$ cat src/pkg/readback_defs.svh
`ifndef READBACK_DEFS_SVH
`define READBACK_DEFS_SVH

`define CLK_PERIOD_NS 40
`define T_ENTRY_HOLD_NS 2000
`define ENTRY_CYC ((`T_ENTRY_HOLD_NS + `CLK_PERIOD_NS - 1) / `CLK_PERIOD_NS)
`define T_GAP_NS 20
`define GAP_CYC ((`T_GAP_NS + `CLK_PERIOD_NS - 1) / `CLK_PERIOD_NS)
`define BIT_PHASES 4
`define CMD_BITS 5'd4
`define OPER_BITS 5'd24
`define VISIBILITY_REG_BITS 5'd16

`define CMD_EXEC 4'h0
`define CMD_REGISTER_SHIFT_OUT_CMD 4'h1
`define OP_GOTO_100 24'h040100
`define OP_NOP 24'h000000
`define OP_MOV_LIT_W0 24'h200000
`define OP_MOV_LIT_W6 24'h200006
`define OP_W0_TO_PAGE 24'h880190
`define OP_CLR_WPTR 24'hEB0380
`define OP_MOV_VISIBILITY_REG 24'h883C20
`define OP_RD_LOW_A 24'hBA1B96
`define OP_RD_HIGH_A 24'hBADBB6
`define OP_RD_HIGH_B 24'hBADBD6
`define OP_RD_LOW_B 24'hBA1BB6
`define OP_RD_LOW_LAST 24'hBA0BB6

`define SEQ_ADDR_HI 6'd3
`define SEQ_PAGE 6'd4
`define SEQ_ADDR_LO 6'd5
`define SEQ_PASS 6'd6
`define SEQ_READS 6'd8
`define SEQ_OUTS 6'd32
`define SEQ_LAST_OUT 6'd49
`define SEQ_GOTO 6'd50
`define SEQ_END 6'd51

`define EXEC_WORDS 16'd736
`define MASK_OSC 16'hC10F
`define MASK_WDT 16'h803F
`define MASK_BOR 16'h87B3
`define MASK_BOOT 16'h310F
`define MASK_SEC 16'h330F
`define MASK_GEN 16'h0007
`define MASK_DBG 16'hC003
`define GEN_PROTECTED 16'h0005

`endif

$ cat src/pkg/readback_pkg.sv
package readback_pkg;

    typedef enum logic [2:0] {
        ST_IDLE, ST_ENTRY, ST_CMD, ST_GAP1, ST_BODY, ST_GAP2, ST_EMIT, ST_FINISH
    } state_t;

    typedef struct packed {
        logic is_read;
        logic [3:0] cmd;
        logic [23:0] op;
    } step_t;

endpackage : readback_pkg

$ cat src/design/code_readback_host.sv
// Operation
// Read code memory four words per pass: table reads, then register shift-outs.
// Start by sending two jumps to 0x100 and one no-operation.
// Load top address byte to W0, then page register, then low bits pointer.
// Each pass clears write pointer, eight table reads each followed by two nops.
// Device packs four words into six registers with interleaved upper-byte pairs.
// Per register: move to visibility, nop, readout command 0001, then shift in.
// After each output phase send jump to 0x100 and a no-operation.
// Repeat passes until the requested number of words has been read.
// Executive region readback loops until exactly 736 words are retrieved.
// Keep at least 20 ns between command and operand, and operand and command.
// Wait at least 20 ns after readout command before first readout clock.
// Serial clock period at least 50 ns, low and high at least 20 ns.
// Hold off clocking at least 2 us after raising the programming voltage pin.
// Executive-assisted mode needs 10 us per command; this controller never uses it.
// Checksum is 16 bits: config sum plus code sum, or config alone if protected.
// Code sum adds all three bytes of every word read.
// Config sum adds bytes of seven config words each ANDed with its mask.
// With protection the general segment word is taken as 0x5.
// Segment words are zeroed before bulk erase; erase is not done here.
// Every command and operand is sent least significant bit first.
// Execute transfer is command 0000 followed by a 24-bit operand.
// Device drives 16 visibility bits LSB first, one per clock, then releases.
`include "readback_defs.svh"
`timescale 1ns/1ps
`default_nettype none

module code_readback_host (
    // Clock and reset
    input wire logic clk,
    input wire logic resetn,
    // Request
    input wire logic start,
    input wire logic [23:0] src_addr,
    input wire logic [15:0] word_count,
    input wire logic exec_region,
    input wire logic protect_on,
    // Configuration words for the checksum
    input wire logic [15:0] oscillator_config_word,
    input wire logic [15:0] watchdog_config_word,
    input wire logic [15:0] brownout_reset_config_word,
    input wire logic [15:0] boot_segment_config_word,
    input wire logic [15:0] secure_segment_config_word,
    input wire logic [15:0] general_segment_config_word,
    input wire logic [15:0] debug_config_word,
    // Result stream and status
    output logic busy,
    output logic done,
    output logic word_valid,
    output logic [23:0] word_data,
    output logic [15:0] checksum,
    // Device pins
    output logic reset_prog_voltage_pin,
    output logic prog_serial_clock,
    output logic prog_serial_data_o,
    output logic prog_serial_data_oe,
    input wire logic prog_serial_data_i
);

    localparam logic [23:0] RD_OPS [8] = '{`OP_RD_LOW_A, `OP_RD_HIGH_A, `OP_RD_HIGH_B,
        `OP_RD_LOW_B, `OP_RD_LOW_A, `OP_RD_HIGH_A, `OP_RD_HIGH_B, `OP_RD_LOW_LAST};

    readback_pkg::state_t state_ff;
    readback_pkg::step_t cur_step;
    logic [5:0] seq_ff;
    logic [1:0] phase_ff;
    logic [4:0] bit_ff;
    logic [4:0] bit_len;
    logic bit_last;
    logic [7:0] ent_ff;
    logic [3:0] gap_ff;
    logic gap_done;
    logic [1:0] emit_ff;
    logic [15:0] remain_ff;
    logic [15:0] rd_ff;
    logic [15:0] hold_ff [6];
    logic [2:0] out_idx;
    logic din_s1_ff;
    logic din_s2_ff;
    logic sclk_ff;
    logic sdo_ff;
    logic oe_ff;
    logic vpp_ff;
    logic done_ff;
    logic word_valid_ff;
    logic [23:0] word_ff;
    logic [15:0] code_sum_ff;
    logic [15:0] cfg_sum;
    logic [15:0] cfg_sum_ff;
    logic [15:0] checksum_ff;
    logic protect_ff;
    logic [23:0] emit_word;

    function automatic readback_pkg::step_t step_of(input logic [5:0] s, input logic [23:0] a);
        readback_pkg::step_t st;
        logic [5:0] k;
        logic [2:0] r;
        logic [1:0] m;
        st.is_read = 1'b0;
        st.cmd = `CMD_EXEC;
        st.op = `OP_NOP;
        k = 6'h00;
        r = 3'h0;
        m = 2'h0;
        // Jumps to 0x100.
        if (s < 6'd2 || s == `SEQ_GOTO) begin
            st.op = `OP_GOTO_100;
        // Source address load.
        end else if (s == `SEQ_ADDR_HI) begin
            st.op = `OP_MOV_LIT_W0 | {12'h000, a[23:16], 4'h0};
        end else if (s == `SEQ_PAGE) begin
            st.op = `OP_W0_TO_PAGE;
        end else if (s == `SEQ_ADDR_LO) begin
            st.op = `OP_MOV_LIT_W6 | {4'h0, a[15:0], 4'h0};
        // Clear write pointer.
        end else if (s == `SEQ_PASS) begin
            st.op = `OP_CLR_WPTR;
        // Eight table reads with two nops each.
        end else if (s >= `SEQ_READS && s < `SEQ_OUTS) begin
            k = s - `SEQ_READS;
            r = 3'(k / 6'd3);
            m = 2'(k % 6'd3);
            if (m == 2'd0) begin
                st.op = RD_OPS[r];
            end
        // Move to visibility, nop, readout command.
        end else if (s >= `SEQ_OUTS && s <= `SEQ_LAST_OUT) begin
            k = s - `SEQ_OUTS;
            r = 3'(k / 6'd3);
            m = 2'(k % 6'd3);
            if (m == 2'd0) begin
                st.op = `OP_MOV_VISIBILITY_REG | {21'h000000, r};
            end else if (m == 2'd2) begin
                st.cmd = `CMD_REGISTER_SHIFT_OUT_CMD;
                st.is_read = 1'b1;
            end
        end
        return st;
    endfunction : step_of

    always_comb begin
        cur_step = step_of(seq_ff, src_addr);
        out_idx = 3'((seq_ff - `SEQ_OUTS) / 6'd3);
        if (state_ff == readback_pkg::ST_CMD) begin
            bit_len = `CMD_BITS;
        end else if (cur_step.is_read) begin
            bit_len = `VISIBILITY_REG_BITS;
        end else begin
            bit_len = `OPER_BITS;
        end
        bit_last = (phase_ff == 2'(`BIT_PHASES - 1)) && (bit_ff == bit_len - 5'd1);
        gap_done = gap_ff == 4'(`GAP_CYC - 1);
    end

    // The first stage is read only by the second; the device drives the pin asynchronously.
    always_ff @(posedge clk or negedge resetn) begin
        if (!resetn) begin
            din_s1_ff <= 1'b0;
            din_s2_ff <= 1'b0;
        end else begin
            din_s1_ff <= prog_serial_data_i;
            din_s2_ff <= din_s1_ff;
        end
    end

    // Sequencing of passes.
    always_ff @(posedge clk or negedge resetn) begin
        if (!resetn) begin
            state_ff <= readback_pkg::ST_IDLE;
            seq_ff <= 6'h00;
        end else begin
            unique case (state_ff)
                readback_pkg::ST_IDLE: begin
                    if (start) begin
                        state_ff <= readback_pkg::ST_ENTRY;
                        seq_ff <= 6'h00;
                    end
                end
                // Entry hold-off.
                readback_pkg::ST_ENTRY: begin
                    if (ent_ff == 8'(`ENTRY_CYC - 1)) begin
                        state_ff <= readback_pkg::ST_CMD;
                    end
                end
                readback_pkg::ST_CMD: begin
                    if (bit_last) begin
                        state_ff <= readback_pkg::ST_GAP1;
                    end
                end
                // Gap before body.
                readback_pkg::ST_GAP1: begin
                    if (gap_done) begin
                        state_ff <= readback_pkg::ST_BODY;
                    end
                end
                // Operand body.
                readback_pkg::ST_BODY: begin
                    if (bit_last) begin
                        state_ff <= (seq_ff == `SEQ_LAST_OUT) ? readback_pkg::ST_EMIT
                                                             : readback_pkg::ST_GAP2;
                    end
                end
                readback_pkg::ST_EMIT: begin
                    if (emit_ff == 2'd3) begin
                        state_ff <= readback_pkg::ST_GAP2;
                    end
                end
                // Loop passes until the count is met.
                readback_pkg::ST_GAP2: begin
                    if (gap_done) begin
                        if (seq_ff != `SEQ_END) begin
                            seq_ff <= seq_ff + 6'd1;
                            state_ff <= readback_pkg::ST_CMD;
                        end else if (remain_ff == 16'h0000) begin
                            state_ff <= readback_pkg::ST_FINISH;
                        end else begin
                            seq_ff <= `SEQ_PASS;
                            state_ff <= readback_pkg::ST_CMD;
                        end
                    end
                end
                readback_pkg::ST_FINISH: begin
                    state_ff <= readback_pkg::ST_IDLE;
                end
            endcase
        end
    end

    always_ff @(posedge clk or negedge resetn) begin
        if (!resetn) begin
            ent_ff <= 8'h00;
            gap_ff <= 4'h0;
        end else begin
            ent_ff <= (state_ff == readback_pkg::ST_ENTRY) ? ent_ff + 8'd1 : 8'h00;
            gap_ff <= (state_ff == readback_pkg::ST_GAP1 || state_ff == readback_pkg::ST_GAP2)
                      ? gap_ff + 4'd1 : 4'h0;
        end
    end

    // One high cycle then three low cycles per bit.
    always_ff @(posedge clk or negedge resetn) begin
        if (!resetn) begin
            phase_ff <= 2'h0;
            bit_ff <= 5'h00;
        end else if (state_ff == readback_pkg::ST_CMD || state_ff == readback_pkg::ST_BODY) begin
            phase_ff <= phase_ff + 2'd1;
            if (phase_ff == 2'(`BIT_PHASES - 1)) begin
                bit_ff <= bit_last ? 5'h00 : bit_ff + 5'd1;
            end
        end else begin
            phase_ff <= 2'h0;
            bit_ff <= 5'h00;
        end
    end

    // Pins are registered so clock and data move together; the device samples on the fall.
    always_ff @(posedge clk or negedge resetn) begin
        if (!resetn) begin
            sclk_ff <= 1'b0;
            sdo_ff <= 1'b0;
            oe_ff <= 1'b0;
            vpp_ff <= 1'b0;
        end else begin
            sclk_ff <= (state_ff == readback_pkg::ST_CMD || state_ff == readback_pkg::ST_BODY)
                       && phase_ff == 2'h0;
            // Bits leave least significant first.
            if (state_ff == readback_pkg::ST_CMD) begin
                sdo_ff <= cur_step.cmd[bit_ff[1:0]];
            end else if (state_ff == readback_pkg::ST_BODY && !cur_step.is_read) begin
                sdo_ff <= cur_step.op[bit_ff];
            end else begin
                sdo_ff <= 1'b0;
            end
            // Release the pin while the device shifts out.
            oe_ff <= state_ff != readback_pkg::ST_IDLE && state_ff != readback_pkg::ST_FINISH
                     && !(cur_step.is_read && (state_ff == readback_pkg::ST_BODY
                     || state_ff == readback_pkg::ST_EMIT || state_ff == readback_pkg::ST_GAP2));
            vpp_ff <= state_ff != readback_pkg::ST_IDLE && state_ff != readback_pkg::ST_FINISH;
        end
    end

    // Capture visibility bits, LSB first, three cycles after each rise.
    always_ff @(posedge clk or negedge resetn) begin
        if (!resetn) begin
            rd_ff <= 16'h0000;
            for (int i = 0; i < 6; i++) begin
                hold_ff[i] <= 16'h0000;
            end
        end else if (state_ff == readback_pkg::ST_BODY && cur_step.is_read
                     && phase_ff == 2'(`BIT_PHASES - 1)) begin
            rd_ff <= {din_s2_ff, rd_ff[15:1]};
            if (bit_last) begin
                hold_ff[out_idx] <= {din_s2_ff, rd_ff[15:1]};
            end
        end
    end

    // Unpack six packed registers into four words.
    always_comb begin
        unique case (emit_ff)
            2'd0: emit_word = {hold_ff[1][7:0], hold_ff[0]};
            2'd1: emit_word = {hold_ff[1][15:8], hold_ff[2]};
            2'd2: emit_word = {hold_ff[4][7:0], hold_ff[3]};
            2'd3: emit_word = {hold_ff[4][15:8], hold_ff[5]};
        endcase
    end

    always_ff @(posedge clk or negedge resetn) begin
        if (!resetn) begin
            emit_ff <= 2'h0;
            remain_ff <= 16'h0000;
            word_ff <= 24'h000000;
            word_valid_ff <= 1'b0;
            code_sum_ff <= 16'h0000;
        end else if (state_ff == readback_pkg::ST_IDLE && start) begin
            // Executive region count.
            remain_ff <= exec_region ? `EXEC_WORDS : word_count;
            code_sum_ff <= 16'h0000;
            word_valid_ff <= 1'b0;
        end else if (state_ff == readback_pkg::ST_EMIT) begin
            emit_ff <= emit_ff + 2'd1;
            word_ff <= emit_word;
            word_valid_ff <= remain_ff != 16'h0000;
            if (remain_ff != 16'h0000) begin
                remain_ff <= remain_ff - 16'd1;
                // Add all three bytes.
                code_sum_ff <= code_sum_ff + {8'h00, emit_word[23:16]}
                               + {8'h00, emit_word[15:8]} + {8'h00, emit_word[7:0]};
            end
        end else begin
            emit_ff <= 2'h0;
            word_valid_ff <= 1'b0;
        end
    end

    // Masked config byte sum.
    always_comb begin
        logic [15:0] w [7];
        w[0] = oscillator_config_word & `MASK_OSC;
        w[1] = watchdog_config_word & `MASK_WDT;
        w[2] = brownout_reset_config_word & `MASK_BOR;
        w[3] = boot_segment_config_word & `MASK_BOOT;
        w[4] = secure_segment_config_word & `MASK_SEC;
        // Protected general segment value.
        w[5] = (protect_on ? `GEN_PROTECTED : general_segment_config_word) & `MASK_GEN;
        w[6] = debug_config_word & `MASK_DBG;
        cfg_sum = 16'h0000;
        for (int i = 0; i < 7; i++) begin
            cfg_sum = cfg_sum + {8'h00, w[i][15:8]} + {8'h00, w[i][7:0]};
        end
    end

    // Final checksum selection.
    always_ff @(posedge clk or negedge resetn) begin
        if (!resetn) begin
            cfg_sum_ff <= 16'h0000;
            protect_ff <= 1'b0;
            checksum_ff <= 16'h0000;
            done_ff <= 1'b0;
        end else begin
            if (state_ff == readback_pkg::ST_IDLE && start) begin
                cfg_sum_ff <= cfg_sum;
                protect_ff <= protect_on;
            end
            if (state_ff == readback_pkg::ST_FINISH) begin
                checksum_ff <= protect_ff ? cfg_sum_ff : cfg_sum_ff + code_sum_ff;
            end
            done_ff <= state_ff == readback_pkg::ST_FINISH;
        end
    end

    assign busy = state_ff != readback_pkg::ST_IDLE;
    assign done = done_ff;
    assign word_valid = word_valid_ff;
    assign word_data = word_ff;
    assign checksum = checksum_ff;
    assign reset_prog_voltage_pin = vpp_ff;
    assign prog_serial_clock = sclk_ff;
    assign prog_serial_data_o = sdo_ff;
    assign prog_serial_data_oe = oe_ff;

    logic [7:0] vpp_age_ff;
    always_ff @(posedge clk or negedge resetn) begin
        if (!resetn) begin
            vpp_age_ff <= 8'h00;
        end else if (!vpp_ff) begin
            vpp_age_ff <= 8'h00;
        end else if (vpp_age_ff != 8'hFF) begin
            vpp_age_ff <= vpp_age_ff + 8'd1;
        end
    end

    chk_entry_holdoff: assert property (@(posedge clk) disable iff (!resetn)
        $rose(prog_serial_clock) |-> vpp_age_ff >= 8'(`ENTRY_CYC))
        else $error("serial clock started too soon after voltage raise");
    chk_clock_high_len: assert property (@(posedge clk) disable iff (!resetn)
        $rose(prog_serial_clock) |=> !prog_serial_clock)
        else $error("serial clock high phase wrong");
    chk_clock_low_len: assert property (@(posedge clk) disable iff (!resetn)
        $fell(prog_serial_clock) |-> !prog_serial_clock [*3])
        else $error("serial clock low phase too short");
    chk_cmd_oper_gap: assert property (@(posedge clk) disable iff (!resetn)
        state_ff == readback_pkg::ST_GAP1 |=> !prog_serial_clock)
        else $error("no gap between command and operand");
    chk_readout_release: assert property (@(posedge clk) disable iff (!resetn)
        (state_ff == readback_pkg::ST_BODY && cur_step.is_read) |=> !prog_serial_data_oe)
        else $error("host drives data during readout");
    chk_exit_reset: assert property (@(posedge clk) disable iff (!resetn)
        $rose(busy) |-> seq_ff == 6'h00 ##1 cur_step.op == `OP_GOTO_100)
        else $error("readback did not start with jump");
    chk_pass_clear: assert property (@(posedge clk) disable iff (!resetn)
        (state_ff == readback_pkg::ST_BODY && seq_ff == `SEQ_PASS) |-> cur_step.op == `OP_CLR_WPTR)
        else $error("pass did not clear write pointer");
    chk_goto_after: assert property (@(posedge clk) disable iff (!resetn)
        (state_ff == readback_pkg::ST_EMIT && emit_ff == 2'd3) |=> ##1 seq_ff == `SEQ_GOTO)
        else $error("output phase not followed by jump");
    chk_register_shift_out_cmd_cmd: assert property (@(posedge clk) disable iff (!resetn)
        (state_ff == readback_pkg::ST_BODY && cur_step.is_read) |-> cur_step.cmd == `CMD_REGISTER_SHIFT_OUT_CMD)
        else $error("readout without readout command");
    chk_sum_protected: assert property (@(posedge clk) disable iff (!resetn)
        (done && protect_ff) |-> checksum == cfg_sum_ff)
        else $error("protected checksum includes code");
    chk_words_done: assert property (@(posedge clk) disable iff (!resetn)
        $rose(done) |-> remain_ff == 16'h0000)
        else $error("finished before all words read");

    cov_word_out: cover property (@(posedge clk) disable iff (!resetn) word_valid);
    cov_two_passes: cover property (@(posedge clk) disable iff (!resetn)
        (state_ff == readback_pkg::ST_GAP2 && seq_ff == `SEQ_END && remain_ff != 16'h0000));
    cov_done_prot: cover property (@(posedge clk) disable iff (!resetn) done && protect_ff);

endmodule : code_readback_host

`default_nettype wire

$ cat config.mk
export PLATFORM = sky130hd
export DESIGN_NAME = code_readback_host
export DESIGN_NICKNAME = d
export VERILOG_FILES = /design/src/pkg/readback_pkg.sv /design/src/design/code_readback_host.sv
export VERILOG_INCLUDE_DIRS = /design/src /design/src/pkg
export SDC_FILE = /design/constraint.sdc
export NUM_CORES = 1
export LEC_CHECK = 0
export BUFFER_PORTS_ARGS = -buffer_cell sky130_fd_sc_hd__buf_2
export CAP_MARGIN = 20
export CORE_MARGIN = 2
export CORE_UTILIZATION = 28
export CTS_CLUSTER_DIAMETER = 30
export DETAILED_ROUTE_END_ITERATION = 7
export GPL_TIMING_DRIVEN = 0
export PLACE_DENSITY = 0.45
export SYNTH_ARGS = -nofsm -noshare
export SYNTH_HDL_FRONTEND = slang
export SYNTH_SLANG_ARGS = --single-unit
$ cat constraint.sdc
create_clock -name clk -period 5.85 [get_ports clk]
set_clock_uncertainty 0.05 [all_clocks]
set_input_delay 0.2925 -clock clk [delete_from_list [all_inputs] [get_ports clk]]
set_output_delay 0.2925 -clock clk [all_outputs]
set_load 0.05 [all_outputs]
==> flow_summary.yaml <==
timing:
  tightest_slew_ps: 918
  setup_violations: 0
  fmaxAchievable_mhz: 182
  setup-tns-final_ps: 0
  layout_setup_ws_ps: 341
  fin_crit_sh_pct: 94.2
  hold_violations: 0
  period_minus_slack_ps: 5510
  maxSlewHeadroom_pct: 38.4
  drv_slew: 0
cts:
  numCtsBuffers: 68
  clkSinkCount: 233
  clock_latency_ps: 570
  cts_tree: "yes"
  clk_pin_slew_worst_paths_ps: 40
  ctsRootBufferMaster: "clkbuf_16"
  htreeDepth: 3
  cts_max_path_buffers: 3
grt:
  grt_pass1_wl_um: 66600
  grt_antenna_before_repair: 4
  grt_pass1_vias: 11867
  overflow: 0
  grt_max_degree: 119
  grt_usage_pct: 16.1
synth:
  async_flop_share_pct: 100
  synth.distinct_cells: 88
  synth_flop_cell: "dfrtp_1"
  synth.avg_cell_area_um2: 10.5
  yosys_warnings: 0
  ys_seq_elements: 233
  synthesis.nets: 1622
  synth_area_um2: 14100
  ys_seq_area_share_pct: 41.4
  syn_inst: 1347
  synth-edff-count: 0
setup_path:
  r2r_setup_slack_ps: 340
  critPathKind: "flop to flop"
  cpPeakStageDelay_ps: 460
  crit_top_cell: "buf_6"
  slowest_stage: "dfrtp_1"
  critPathLaunchType: "flop"
  crit_arrival_ps: 5890
  timing.rr.start: "seq_ff[3]"
  required_ps: 6230
  cp-end-kind: "flop"
  crit_fanout: 10
  rr_worst_depth: 22
  cp.buffers_inverters: 5
  critPathTopFamily: "simple AND/OR/NAND/NOR gates"
  reg2reg_to: "hold_ff[79]"
  crit_chain: "buf_6, inv_1, ha_1, or2_1, or3_1, nand3_2, ha_2, a211o_1, xnor2_1, ha_2, nor3_1, a22o_1, nor3_2, o21ai_2, or3_4, nor4b_4, buf_6, and4_4, nand2b_1, buf_6, buf_6, mux2_4"
finish:
  fill_cells: 5033
  nets: 1849
  regArea_um2: 5830
  final_cells: 2298
  syn2layout_area_growth_pct: 29.4
  multi_input_area_um2: 7670
  post-route-util_pct: 36.5
  drive_above_1_share_pct: 26.3
  diodes: 0
placed_design:
  place_ws_ps: -248
  dp_hpwl_um: 30500
  dp_cells: 2158
  gp_congestion: 0.841
  port-buffer-count: 137
worst_hold_path:
  hold_path_end: "remain_ff[12]"
  whs_path_depth: 3
  hold_path_class: "primary input to flop"
  worstHoldStart: "word_count[12]"
power:
  pwr_density_cell_nw_per_um2: 448
  p_leak_nw: 8.62
  power.total_mw: 8.18
  max-vdd-ir-drop_v: 0.000374
route:
  wirelength_um: 41500
  drc: 0
  ant_nets: 0
  drt-initial-drc-count: 547
  dr.pass1.iters: 6
  routedWlPerCell_um: 18.1
  via_per_inst: 4.91
  via_count: 11289
floorplanning:
  rows: 82
  die_h_um: 228
  design.die.area_um2: 52200
  io_pins: 205
  start_util_pct: 28.2
  die_x_um: 228
  core_area_um2: 50000
outcome:
  outcome: "finished, final reports clean"
flow_run:
  cap_violations: 0
[final cells by class]
| cell class | instances | share of cell area (%) |
|---|---|---|
| plain buffers | 67 | 1.84 |
| clock buffers | 95 | 10.9 |
| clock inverters | 27 | 1.80 |
| inverters | 83 | 1.71 |
| multi-input cells | 962 | 42.0 |
| flip-flops and latches | 233 | 32.0 |
| well taps | 672 | 4.61 |
| repair buffers | 159 | 5.16 |
[layout by cell type, fill, tap and decap left out, types with 12 or more instances in the layout]
| cell type | count |
|---|---|
| fa_1 | 45 |
| dfrtp_1 | 233 |
| clkbuf_1 | 51 |
| ha_1 | 69 |
| xnor2_1 | 36 |
| a222oi_1 | 25 |
| o31ai_1 | 12 |
| nor2_1 | 74 |
| clkbuf_8 | 16 |
| nor3_1 | 34 |
| mux2_2 | 95 |
| mux2_4 | 20 |
| inv_1 | 83 |
| o21ai_0 | 92 |
| a21oi_1 | 64 |
| nand3_1 | 29 |
| nand2_1 | 107 |
| xor2_1 | 20 |
| clkbuf_16 | 69 |
| buf_2 | 144 |
| clkinv_2 | 12 |
| dlygate4sd3_1 | 17 |
[cells in the mapped netlist (29+ instances only)]
cell type / n / share of area, %
inv_1: 83 / 2.2
fa_1: 45 / 6.4
nand3_1: 29 / 1.0
nor2_1: 74 / 2.0
mux2_2: 95 / 7.6
a21oi_1: 65 / 2.3
dfrtp_1: 233 / 41
nand2_1: 107 / 2.8
ha_1: 72 / 6.4
clkbuf_1: 52 / 1.4
xnor2_1: 37 / 2.3
o21ai_0: 97 / 3.4
nor3_1: 34 / 1.2
[worst reg2reg max path, delay by kind of cell (launching register included)]
kind,cells,cell delay (ps)
AO/OA/AOI/OAI,3,620
XOR/XNOR,1,150
adder cells (fa/ha/maj),3,810
buffers and inverters,5,840
flip-flops,1,460
multiplexers,1,310
AND/OR/NAND/NOR,9,2140
[timing repair]
| item | CTS | global route |
|---|---|---|
| endpoints found under the setup margin | 15 | 89 |
| hold buffers | 17 | 0 |
| setup buffers | 0 | 1 |
| gates cloned | 0 | 0 |
| gates resized for setup | 6 | 25 |
| pin swaps | 0 | 2 |
| endpoints found under the hold margin | 131 | 0 |
[flip-flops by register name (all words and copies together) (netlist names), 2 cells and up]
register / cells
hold_ff: 96
word_data: 24
checksum: 16
code_sum_ff: 16
remain_ff: 16
rd_ff: 15
cfg_sum_ff: 11
ent_ff: 8
seq_ff: 6
bit_ff: 5
gap_ff: 4
state_ff: 3
emit_ff: 2
phase_ff: 2
[cell families (layout without fill, tap and decap cells)]
logic type      Yosys count  count (layout)  share of synthesized area (%)
fa+ha+maj               118             118                           12.8
mux                     126             126                           10.5
compound gates          303             303                           14.1
flops                   233             233                           41.4
buf+inv                 152             431                           4.56
xor+xnor                 57              57                           3.54
simple gates            358             358                           13.1
[routing by layer]
| layer | up-vias | GRT usage, % | routed length, µm |
|---|---|---|---|
| met4 | 2 | 5.49 | 952 |
| met2 | 243 | 25.7 | 19400 |
| li1 | 5312 | - | - |
| met5 | - | 0 | 11 |
| met3 | 63 | 3.14 | 1750 |
| met1 | 5669 | 22.0 | 19400 |
[how the worst max path moves through the flow]
| stage | from | end | slack (ps) | depth (start not counted) |
|---|---|---|---|---|
| 2_1_floorplan | seq_ff[3] | hold_ff[86] | 780 | 23 |
| 3_3_place_gp | emit_ff[0] | code_sum_ff[15] | -200 | 22 |
| 3_5_place_dp | emit_ff[0] | code_sum_ff[15] | -250 | 22 |
| 4_1_cts | emit_ff[1] | code_sum_ff[15] | 10 | 21 |
| 5_1_grt | emit_ff[0] | code_sum_ff[15] | -2 | 21 |
| 6_report | seq_ff[3] | hold_ff[79] | 340 | 22 |
[per-stage QoR]
step                area (µm²)  hold WS (ps)
finish                   18200          22.4
detailed placement       15700           125
floorplan                14100         -53.1
CTS                      18200          1.67
global route             18200          26.5
global placement         15600           287
[report_power, final]
part           switching, mW  internal, mW
registers              0.201          1.87
logic                   1.65         0.808
clock network           1.05          2.60
total                   2.90          5.28
No activity file was read; power rests on OpenSTA's default activity.
